File: config.mk
export PLATFORM = sky130hd
export DESIGN_NAME = sgoc_config_decode
export DESIGN_NICKNAME = d
export VERILOG_FILES = /design/src/sgoc_config_decode.v
export VERILOG_INCLUDE_DIRS = /design/src
export SDC_FILE = /design/constraint.sdc
export NUM_CORES = 1
export LEC_CHECK = 0
export ABC_AREA = 1
export BUFFER_PORTS_ARGS = -buffer_cell sky130_fd_sc_hd__clkbuf_2
export CAP_MARGIN = 20
export CORE_UTILIZATION = 40
export DETAILED_ROUTE_END_ITERATION = 10
export PLACE_DENSITY = 0.74
export RECOVER_POWER = 100
export SLEW_MARGIN = 30
export SYNTH_ARGS = -nofsm -noshare
export SYNTH_HDL_FRONTEND = slang
export SYNTH_SLANG_ARGS = --single-unit
File: constraint.sdc
create_clock -name clock -period 3.95 [get_ports clock]
set_clock_uncertainty 0.2 [all_clocks]
set_input_delay 0.1975 -clock clock [delete_from_list [all_inputs] [get_ports clock]]
set_output_delay 0.1975 -clock clock [all_outputs]
set_load 0.02 [all_outputs]
File: src/sgoc_map.vh
// bit positions, erased values and decode codes for the configuration decoder
`ifndef SGOC_MAP_VH
`define SGOC_MAP_VH
`define SGOC_GS_WRP_BIT 0
`define SGOC_GS_CP_BIT 1
`define SGOC_GS_IMPL_MASK 8'h03
`define SGOC_OS_SEL_LSB 0
`define SGOC_OS_SEL_MSB 2
`define SGOC_OS_TSS_BIT 7
`define SGOC_OS_IMPL_MASK 8'h87
`define SGOC_SU_CSM_LSB 6
`define SGOC_SU_CSM_MSB 7
`define SGOC_ERASED 8'hFF
`define SGOC_SRC_FRC 3'h0
`define SGOC_SRC_FRC_DIV_PLL 3'h1
`define SGOC_SRC_PRI 3'h2
`define SGOC_SRC_PRI_PLL 3'h3
`define SGOC_SRC_SEC 3'h4
`define SGOC_SRC_LOW_POWER_INTERNAL_RC 3'h5
`define SGOC_SRC_LPFRC_DIV 3'h6
`define SGOC_SRC_FRC_DIV 3'h7
`endif
File: src/sgoc_config_decode.v
// configuration byte holder and decoder for segment protection and start-up oscillator
`timescale 1ns/100ps
`include "sgoc_map.vh"
module sgoc_config_decode
(
    input wire clock,
    input wire rstn,
    input wire clock_en,
    input wire [7:0] nv_general_segment_protect_cfg,
    input wire [7:0] nv_oscillator_select_cfg,
    input wire [7:0] nv_oscillator_setup_cfg,
    input wire prog_gs_we,
    input wire [7:0] prog_gs_data,
    input wire prog_os_we,
    input wire [7:0] prog_os_data,
    input wire prog_su_we,
    input wire [7:0] prog_su_data,
    output reg [7:0] general_segment_protect_cfg,
    output reg [7:0] oscillator_select_cfg,
    output reg [7:0] oscillator_setup_cfg,
    output reg general_seg_code_protect,
    output reg general_seg_write_protect,
    output reg general_seg_write_allowed,
    output reg two_speed_startup_en,
    output reg [2:0] startup_osc_select,
    output reg [7:0] startup_src_onehot,
    output reg clock_switch_en,
    output reg fail_safe_monitor_en
);

// ----------------------------------------
// nonvolatile cell model
// ----------------------------------------
// cells load the nv bytes in reset; the programmer may only clear bits of the protect cell (and with the array); select and setup writes replace the cell
reg [7:0] cell_gs;
reg [7:0] cell_os;
reg [7:0] cell_su;
reg in_reset;

// next cell values, worked out apart from the flops
reg [7:0] next_cell_gs;
reg [7:0] next_cell_os;
reg [7:0] next_cell_su;

// decoded fields of the cells, ahead of the output latch
wire gs_code_bit;
wire gs_write_bit;
wire os_two_speed_bit;
wire [2:0] os_source;
wire su_csm_high;
wire su_csm_low;
wire [7:0] next_src_onehot;
wire latch_now;

// ----------------------------------------
// protect cell next value
// ----------------------------------------
// a write can only clear bits; the and with the old cell keeps it one-way
always @*
begin
    next_cell_gs = cell_gs;
    if (prog_gs_we)
    begin
        next_cell_gs = cell_gs & prog_gs_data & `SGOC_GS_IMPL_MASK;
    end
    else if (in_reset)
    begin
        next_cell_gs = nv_general_segment_protect_cfg & `SGOC_GS_IMPL_MASK;
    end
end

// ----------------------------------------
// select cell next value
// ----------------------------------------
// only the implemented bits are kept, so pads stay zero in the cell
always @*
begin
    next_cell_os = cell_os;
    if (prog_os_we)
    begin
        next_cell_os = prog_os_data & `SGOC_OS_IMPL_MASK;
    end
    else if (in_reset)
    begin
        next_cell_os = nv_oscillator_select_cfg & `SGOC_OS_IMPL_MASK;
    end
end

// ----------------------------------------
// setup cell next value
// ----------------------------------------
// all eight setup bits are implemented; no mask needed
always @*
begin
    next_cell_su = cell_su;
    if (prog_su_we)
    begin
        next_cell_su = prog_su_data;
    end
    else if (in_reset)
    begin
        next_cell_su = nv_oscillator_setup_cfg;
    end
end

// ----------------------------------------
// cell flops
// ----------------------------------------
// a write in the same cycle as the reset load wins over the load
always @(posedge clock)
begin
    if (clock_en)
    begin
        cell_gs <= next_cell_gs;
        cell_os <= next_cell_os;
        cell_su <= next_cell_su;
    end
end

// load marker lags rstn one edge, so reset must last three edges
always @(posedge clock)
begin
    if (clock_en)
    begin
        in_reset <= ~rstn;
    end
end

// ----------------------------------------
// field extraction
// ----------------------------------------
// plain wiring of the cell bits to named fields
assign gs_code_bit = cell_gs[`SGOC_GS_CP_BIT];
assign gs_write_bit = cell_gs[`SGOC_GS_WRP_BIT];
assign os_two_speed_bit = cell_os[`SGOC_OS_TSS_BIT];
assign os_source = cell_os[`SGOC_OS_SEL_MSB:`SGOC_OS_SEL_LSB];
assign su_csm_high = cell_su[`SGOC_SU_CSM_MSB];
assign su_csm_low = cell_su[`SGOC_SU_CSM_LSB];

// outputs move only while rstn is low and the clock is enabled
assign latch_now = clock_en & ~rstn;

// ----------------------------------------
// source one-hot decode
// ----------------------------------------
// one compare per source code; every code has a meaning, so no reserved bit
genvar src_idx;
generate
    for (src_idx = 0; src_idx < 8; src_idx = src_idx + 1)
    begin : g_src
        localparam [2:0] SRC_CODE = src_idx;
        assign next_src_onehot[src_idx] = (os_source == SRC_CODE);
    end
endgenerate

// ----------------------------------------
// readback bytes
// ----------------------------------------
// decodes move only in reset, so programming never disturbs a running part
always @(posedge clock)
begin
    if (latch_now)
    begin
        general_segment_protect_cfg <= cell_gs & `SGOC_GS_IMPL_MASK;
        oscillator_select_cfg <= cell_os & `SGOC_OS_IMPL_MASK;
        oscillator_setup_cfg <= cell_su;
    end
end

// ----------------------------------------
// segment protection decode
// ----------------------------------------
// both senses of write protect are given, so flash logic needs no inverter
always @(posedge clock)
begin
    if (latch_now)
    begin
        general_seg_code_protect <= ~gs_code_bit;
        general_seg_write_protect <= ~gs_write_bit;
        general_seg_write_allowed <= gs_write_bit;
    end
end

// ----------------------------------------
// start-up oscillator decode
// ----------------------------------------
// code and one-hot both held; clock control may use either form
always @(posedge clock)
begin
    if (latch_now)
    begin
        two_speed_startup_en <= os_two_speed_bit;
        startup_osc_select <= os_source;
        startup_src_onehot <= next_src_onehot;
    end
end

// ----------------------------------------
// clock switch and monitor decode
// ----------------------------------------
// high field bit set turns both off, whatever the low bit holds
always @(posedge clock)
begin
    if (latch_now)
    begin
        clock_switch_en <= ~su_csm_high;
        fail_safe_monitor_en <= ~su_csm_high & ~su_csm_low;
    end
end

// limitation: outputs are unknown until the first reset with the clock enabled
endmodule

# After elaboration in Yosys (flattened, before gate mapping)
# Index checks and enable logic that the tools add are counted.
[op_classes] mul=0 order_cmp=0 n_mux=6 n_reduce_logical=7 n_addsub=0 div=0 eq_ne=7 n_bitwise=8 shift=0
[op_table] operator="2-to-1 mux 8 bit" n=4
[op_table] operator="== test 3 bit, second input constant" n=4
[op_table] operator="== test 3 x 2 -> 1 bit, second input constant" n=2
[op_table] operator="AND reduction 2 bit" n=3
[op_table] operator="nonzero test 2 bit" n=3
[op_table] operator="NOT 1 bit" n=5
[op_table] operator="2-to-1 mux 2 bit" n=2
[op_table] operator="== test 3 x 1 -> 1 bit, second input constant" n=1
[op_table] operator="zero test 3 bit" n=1
[op_table] operator="bitwise AND 1 bit" n=2
[op_table] operator="bitwise AND 2 bit" n=1
[word_totals] ramBits=0 mem_bits_ro=0 word_cells=43 memories=0 reg_bits=46 latch_bits=0 inputBits=54 out_inout_bits=41

# Longest topological paths before layout
[depth] word_depth=2 depth_mapped=4 ltp_nobuf=3

# Worst setup path before layout
# OpenSTA, ideal clock, no wires.
[synth_path] kind="in2reg" start="in clock_en" end="reg clock_switch_en, enable pin" path_stages=2 slack_ns=1.990 setup_time_ns=0.409 path_buffers=0 t_required_ns=3.341 arrival_ns=1.350 path_cell_list="inv_2 -> nor2_1"
[synth_via] elab_chain_len=1
[synth_rtl] item="start: declaration" line_no="sgoc_config_decode.v:8" text="input wire clock_en,"
[synth_rtl] item="bitwise AND 1 bit" line_no="sgoc_config_decode.v:141" text="assign latch_now = clock_en & ~rstn;"
[synth_rtl] item="named net latch_now" line_no="sgoc_config_decode.v:53" text="wire latch_now;"
[synth_rtl] item="end signal: assignment" line_no="sgoc_config_decode.v:206" text="clock_switch_en <= ~su_csm_high;"
[synth_rtl] item="end: declaration" line_no="sgoc_config_decode.v:27" text="output reg clock_switch_en,"
# The timed path passes the listed nets, and every way through them passes these cells.
# A chain may end at the register's enable or synchronous reset.

# Final worst setup path
[layout_path] start="in clock_en" end="reg fail_safe_monitor_en, enable pin"
[layout_via] elab_chain_len=1
[layout_rtl] item="bitwise AND 1 bit" line_no="sgoc_config_decode.v:141"
[layout_rtl] item="named net latch_now" line_no="sgoc_config_decode.v:53"
[layout_rtl] item="end signal: assignment" line_no="sgoc_config_decode.v:207" text="fail_safe_monitor_en <= ~su_csm_high & ~su_csm_low;"
[layout_rtl] item="end: declaration" line_no="sgoc_config_decode.v:28" text="output reg fail_safe_monitor_en"
# The timed path passes the listed nets, and every way through them passes these cells.

==> results.cfg <==
[outcome]
status = completed

[floorplan]
rows = 22
die_h_um = 66.2
initial_core_util_pct = 43.4
pin_count = 95
core_um2 = 3800
fp.dieW_um = 66.2
dieArea_um2 = 4380

[yosys]
synth-seq-area-share_pct = 74.7
synth-main-ff-cell = edfxtp_1
synthTopCellsByArea = edfxtp_1, nand2_1, buf_4
synth_common_cells = nand2_1, edfxtp_1, buf_4
syn_inst = 131
synth.most_common_cell = nand2_1
yosys.area.top_type = edfxtp_1
synth_seq_cells = 41
synth_area_um2 = 1650
async_flop_share_pct = 0
ys_warn_count = 0
ys_types = 11
yosys.area.top_type_share_pct = 74.7
avgSynthCellArea_um2 = 12.6
synth_edf_count = 41

[setup_path]
cp-end-kind = flop
cpLargestDelayFamily = buffers and inverters
slowest_stage = nor2_4
critPathLaunchType = primary input
crit_arrival_ns = 1.52
worstPathCellList = dlygate4sd3_1 > clkbuf_1 > inv_1 > nor2_4
cp_max_fo = 26
crit_path_max_incr_delay_ns = 0.55
critPathBufInv = 3
cp.required_ns = 3.66
worstSetupPathType = in -> reg

[min_path]
hold_path.class = in -> reg

[pwr]
clkPwrFrac_pct = 28.0
switching_share_pct = 23.1
power.density_nw_per_um2 = 390
leakage_nw = 0.964
p_int_w = 0.000674
pwr-share-seq_pct = 59.1
netSwitchingPower_w = 0.000202
comb_power_share_pct = 12.8
ir_drop_mv = 0.150

[placed_design]
port_buffers = 64
place_inst = 236
hpwl_um = 1790
preCtsSetupSlack_ns = 2.45
gp_congestion = 0.743

[clock_tree]
cts_buffers = 5
clk_latency_ns = 0.28
h-tree-depth = 2
postCtsSetupBuffers = 0
cts_tree = yes
clkSinkCount = 41
clockBufferDepth = 2
clkTransAtPathRegs_ns = 0.07
cts_root_buf = clkbuf_8

[timing]
setup_tns_ns = 0
fin_ws_ns = 2.14
rsz0062_at_grt = false
hold_ws_ns = 0.0184
finalCriticalPeriod_ns = 1.81
setup_viol = 0
timing.final.max_slew_violations = 0
hold_violations = 0
slew_headroom_pct = 53.6
clock.fmax_mhz = 551
min_period_over_period_pct = 45.9
worst_pin_slew_ns = 0.695

[layout]
fin_nets = 276
syn_to_final_growth_pct = 36.4
drive_gt1_share_pct = 18.0
utilization_pct = 59.2
insertedDiodeCount = 0
finalNonFillerCells = 270

[drt]
totalWireLength_um = 2980
drt-initial-drc-count = 85
vias = 1152
drc = 0
via_per_inst = 4.27
post_drt_wl_per_cell_um = 11.0
dr.pass1.iters = 4
drtAntennaViolNets = 0

[grt]
grt_usage_pct = 14.6
grt_pass1_wl_um = 4630
grt_max_degree = 27
grt.overflow.total = 0
antenna_found_initial = 0
first_global_vias = 1085

[flow_run]
max_cap_viol_count = 0
-- cell usage in the layout (no fill, tap or decap) --
cell	count
clkbuf_8	5
nand2_1	44
inv_2	1
nor2_4	1
clkbuf_1	34
conb_1	10
nor2_2	1
inv_8	1
clkinv_1	1
dlygate4sd3_1	27
edfxtp_1	41
inv_1	9
nor2_1	14
clkbuf_2	31
nand3_1	2
-- registers in the layout, summed over array words and instances, names as in the netlist --
name                         cells
startup_osc_select               2
in_reset                         1
cell_gs                          2
general_segment_protect_cfg      2
two_speed_startup_en             1
fail_safe_monitor_en             1
clock_switch_en                  1
cell_su                          8
startup_src_onehot               8
general_seg_write_protect        1
oscillator_select_cfg            1
oscillator_setup_cfg             8
general_seg_code_protect         1
cell_os                          4
-- layer usage --
layer  part of all wire [%]  global-route usage [%]
met1                     38                    15.6
met2                     52                    25.4
met3                    5.6                    2.59
met4                    3.7                    11.2
met5                      0                       0
-- timing repair --
item	CTS	global route
hold buffers	27	0
hold endpoints to repair	16	0
gates resized for setup	0	0
-- worst paths after layout --
kind | from | endpoint | slack [ns] | cells after the start
max reg2reg | in_reset | cell_su[6] | 2.43 | 2
min reg2reg | cell_su[4] | oscillator_setup_cfg[4] | 0.22 | 0
max | clock_en | fail_safe_monitor_en | 2.14 | 4
min | prog_gs_data[1] | cell_gs[1] | 0.02 | 3
-- metrics by stage --
stage | power [W] | area [um2]
after global routing | 0.000918 | 2250
final | 0.000876 | 2250
after floorplan | 0.000592 | 1680
after CTS | 0.000886 | 2290
after detailed placement | 0.000619 | 1950
after global placement | 0.000617 | 1940
-- worst register-to-register path, stage by stage (launching register included) --
cell and delay [ns]:
edfxtp_1 0.40, nor2_2 0.04, nor2_1 0.50
-- power groups by stage --
stage          clock network (W)  registers, W   logic, W
2_1_floorplan                  0      0.000542  0.0000497
3_3_place_gp                   0      0.000528  0.0000893
3_5_place_dp                   0      0.000528  0.0000910
4_1_cts                 0.000251      0.000519   0.000116
5_1_grt                 0.000273      0.000520   0.000124
6_report                0.000246      0.000518   0.000113
-- final cells by class --
class / count / area, um2
clock buffers: 6 / 72.6
clock inverters: 1 / 3.75
fillers: 341 / 1550
inverters: 11 / 48.8
multi-input cells: 72 / 283
flip-flops and latches: 41 / 1230
well taps: 48 / 60.1
repair buffers: 91 / 549
-- kinds of logic (layout without fill, tap and decap cells) --
family        count (synthesis)  after routing  share of synthesized area (%)
buf+inv                      27            109                           10.5
simple gates                 62             62                           14.6
flops                        41             41                           74.7
other cells                   1             10                          0.228
Note: power is estimated with default switching activity, not from simulation.
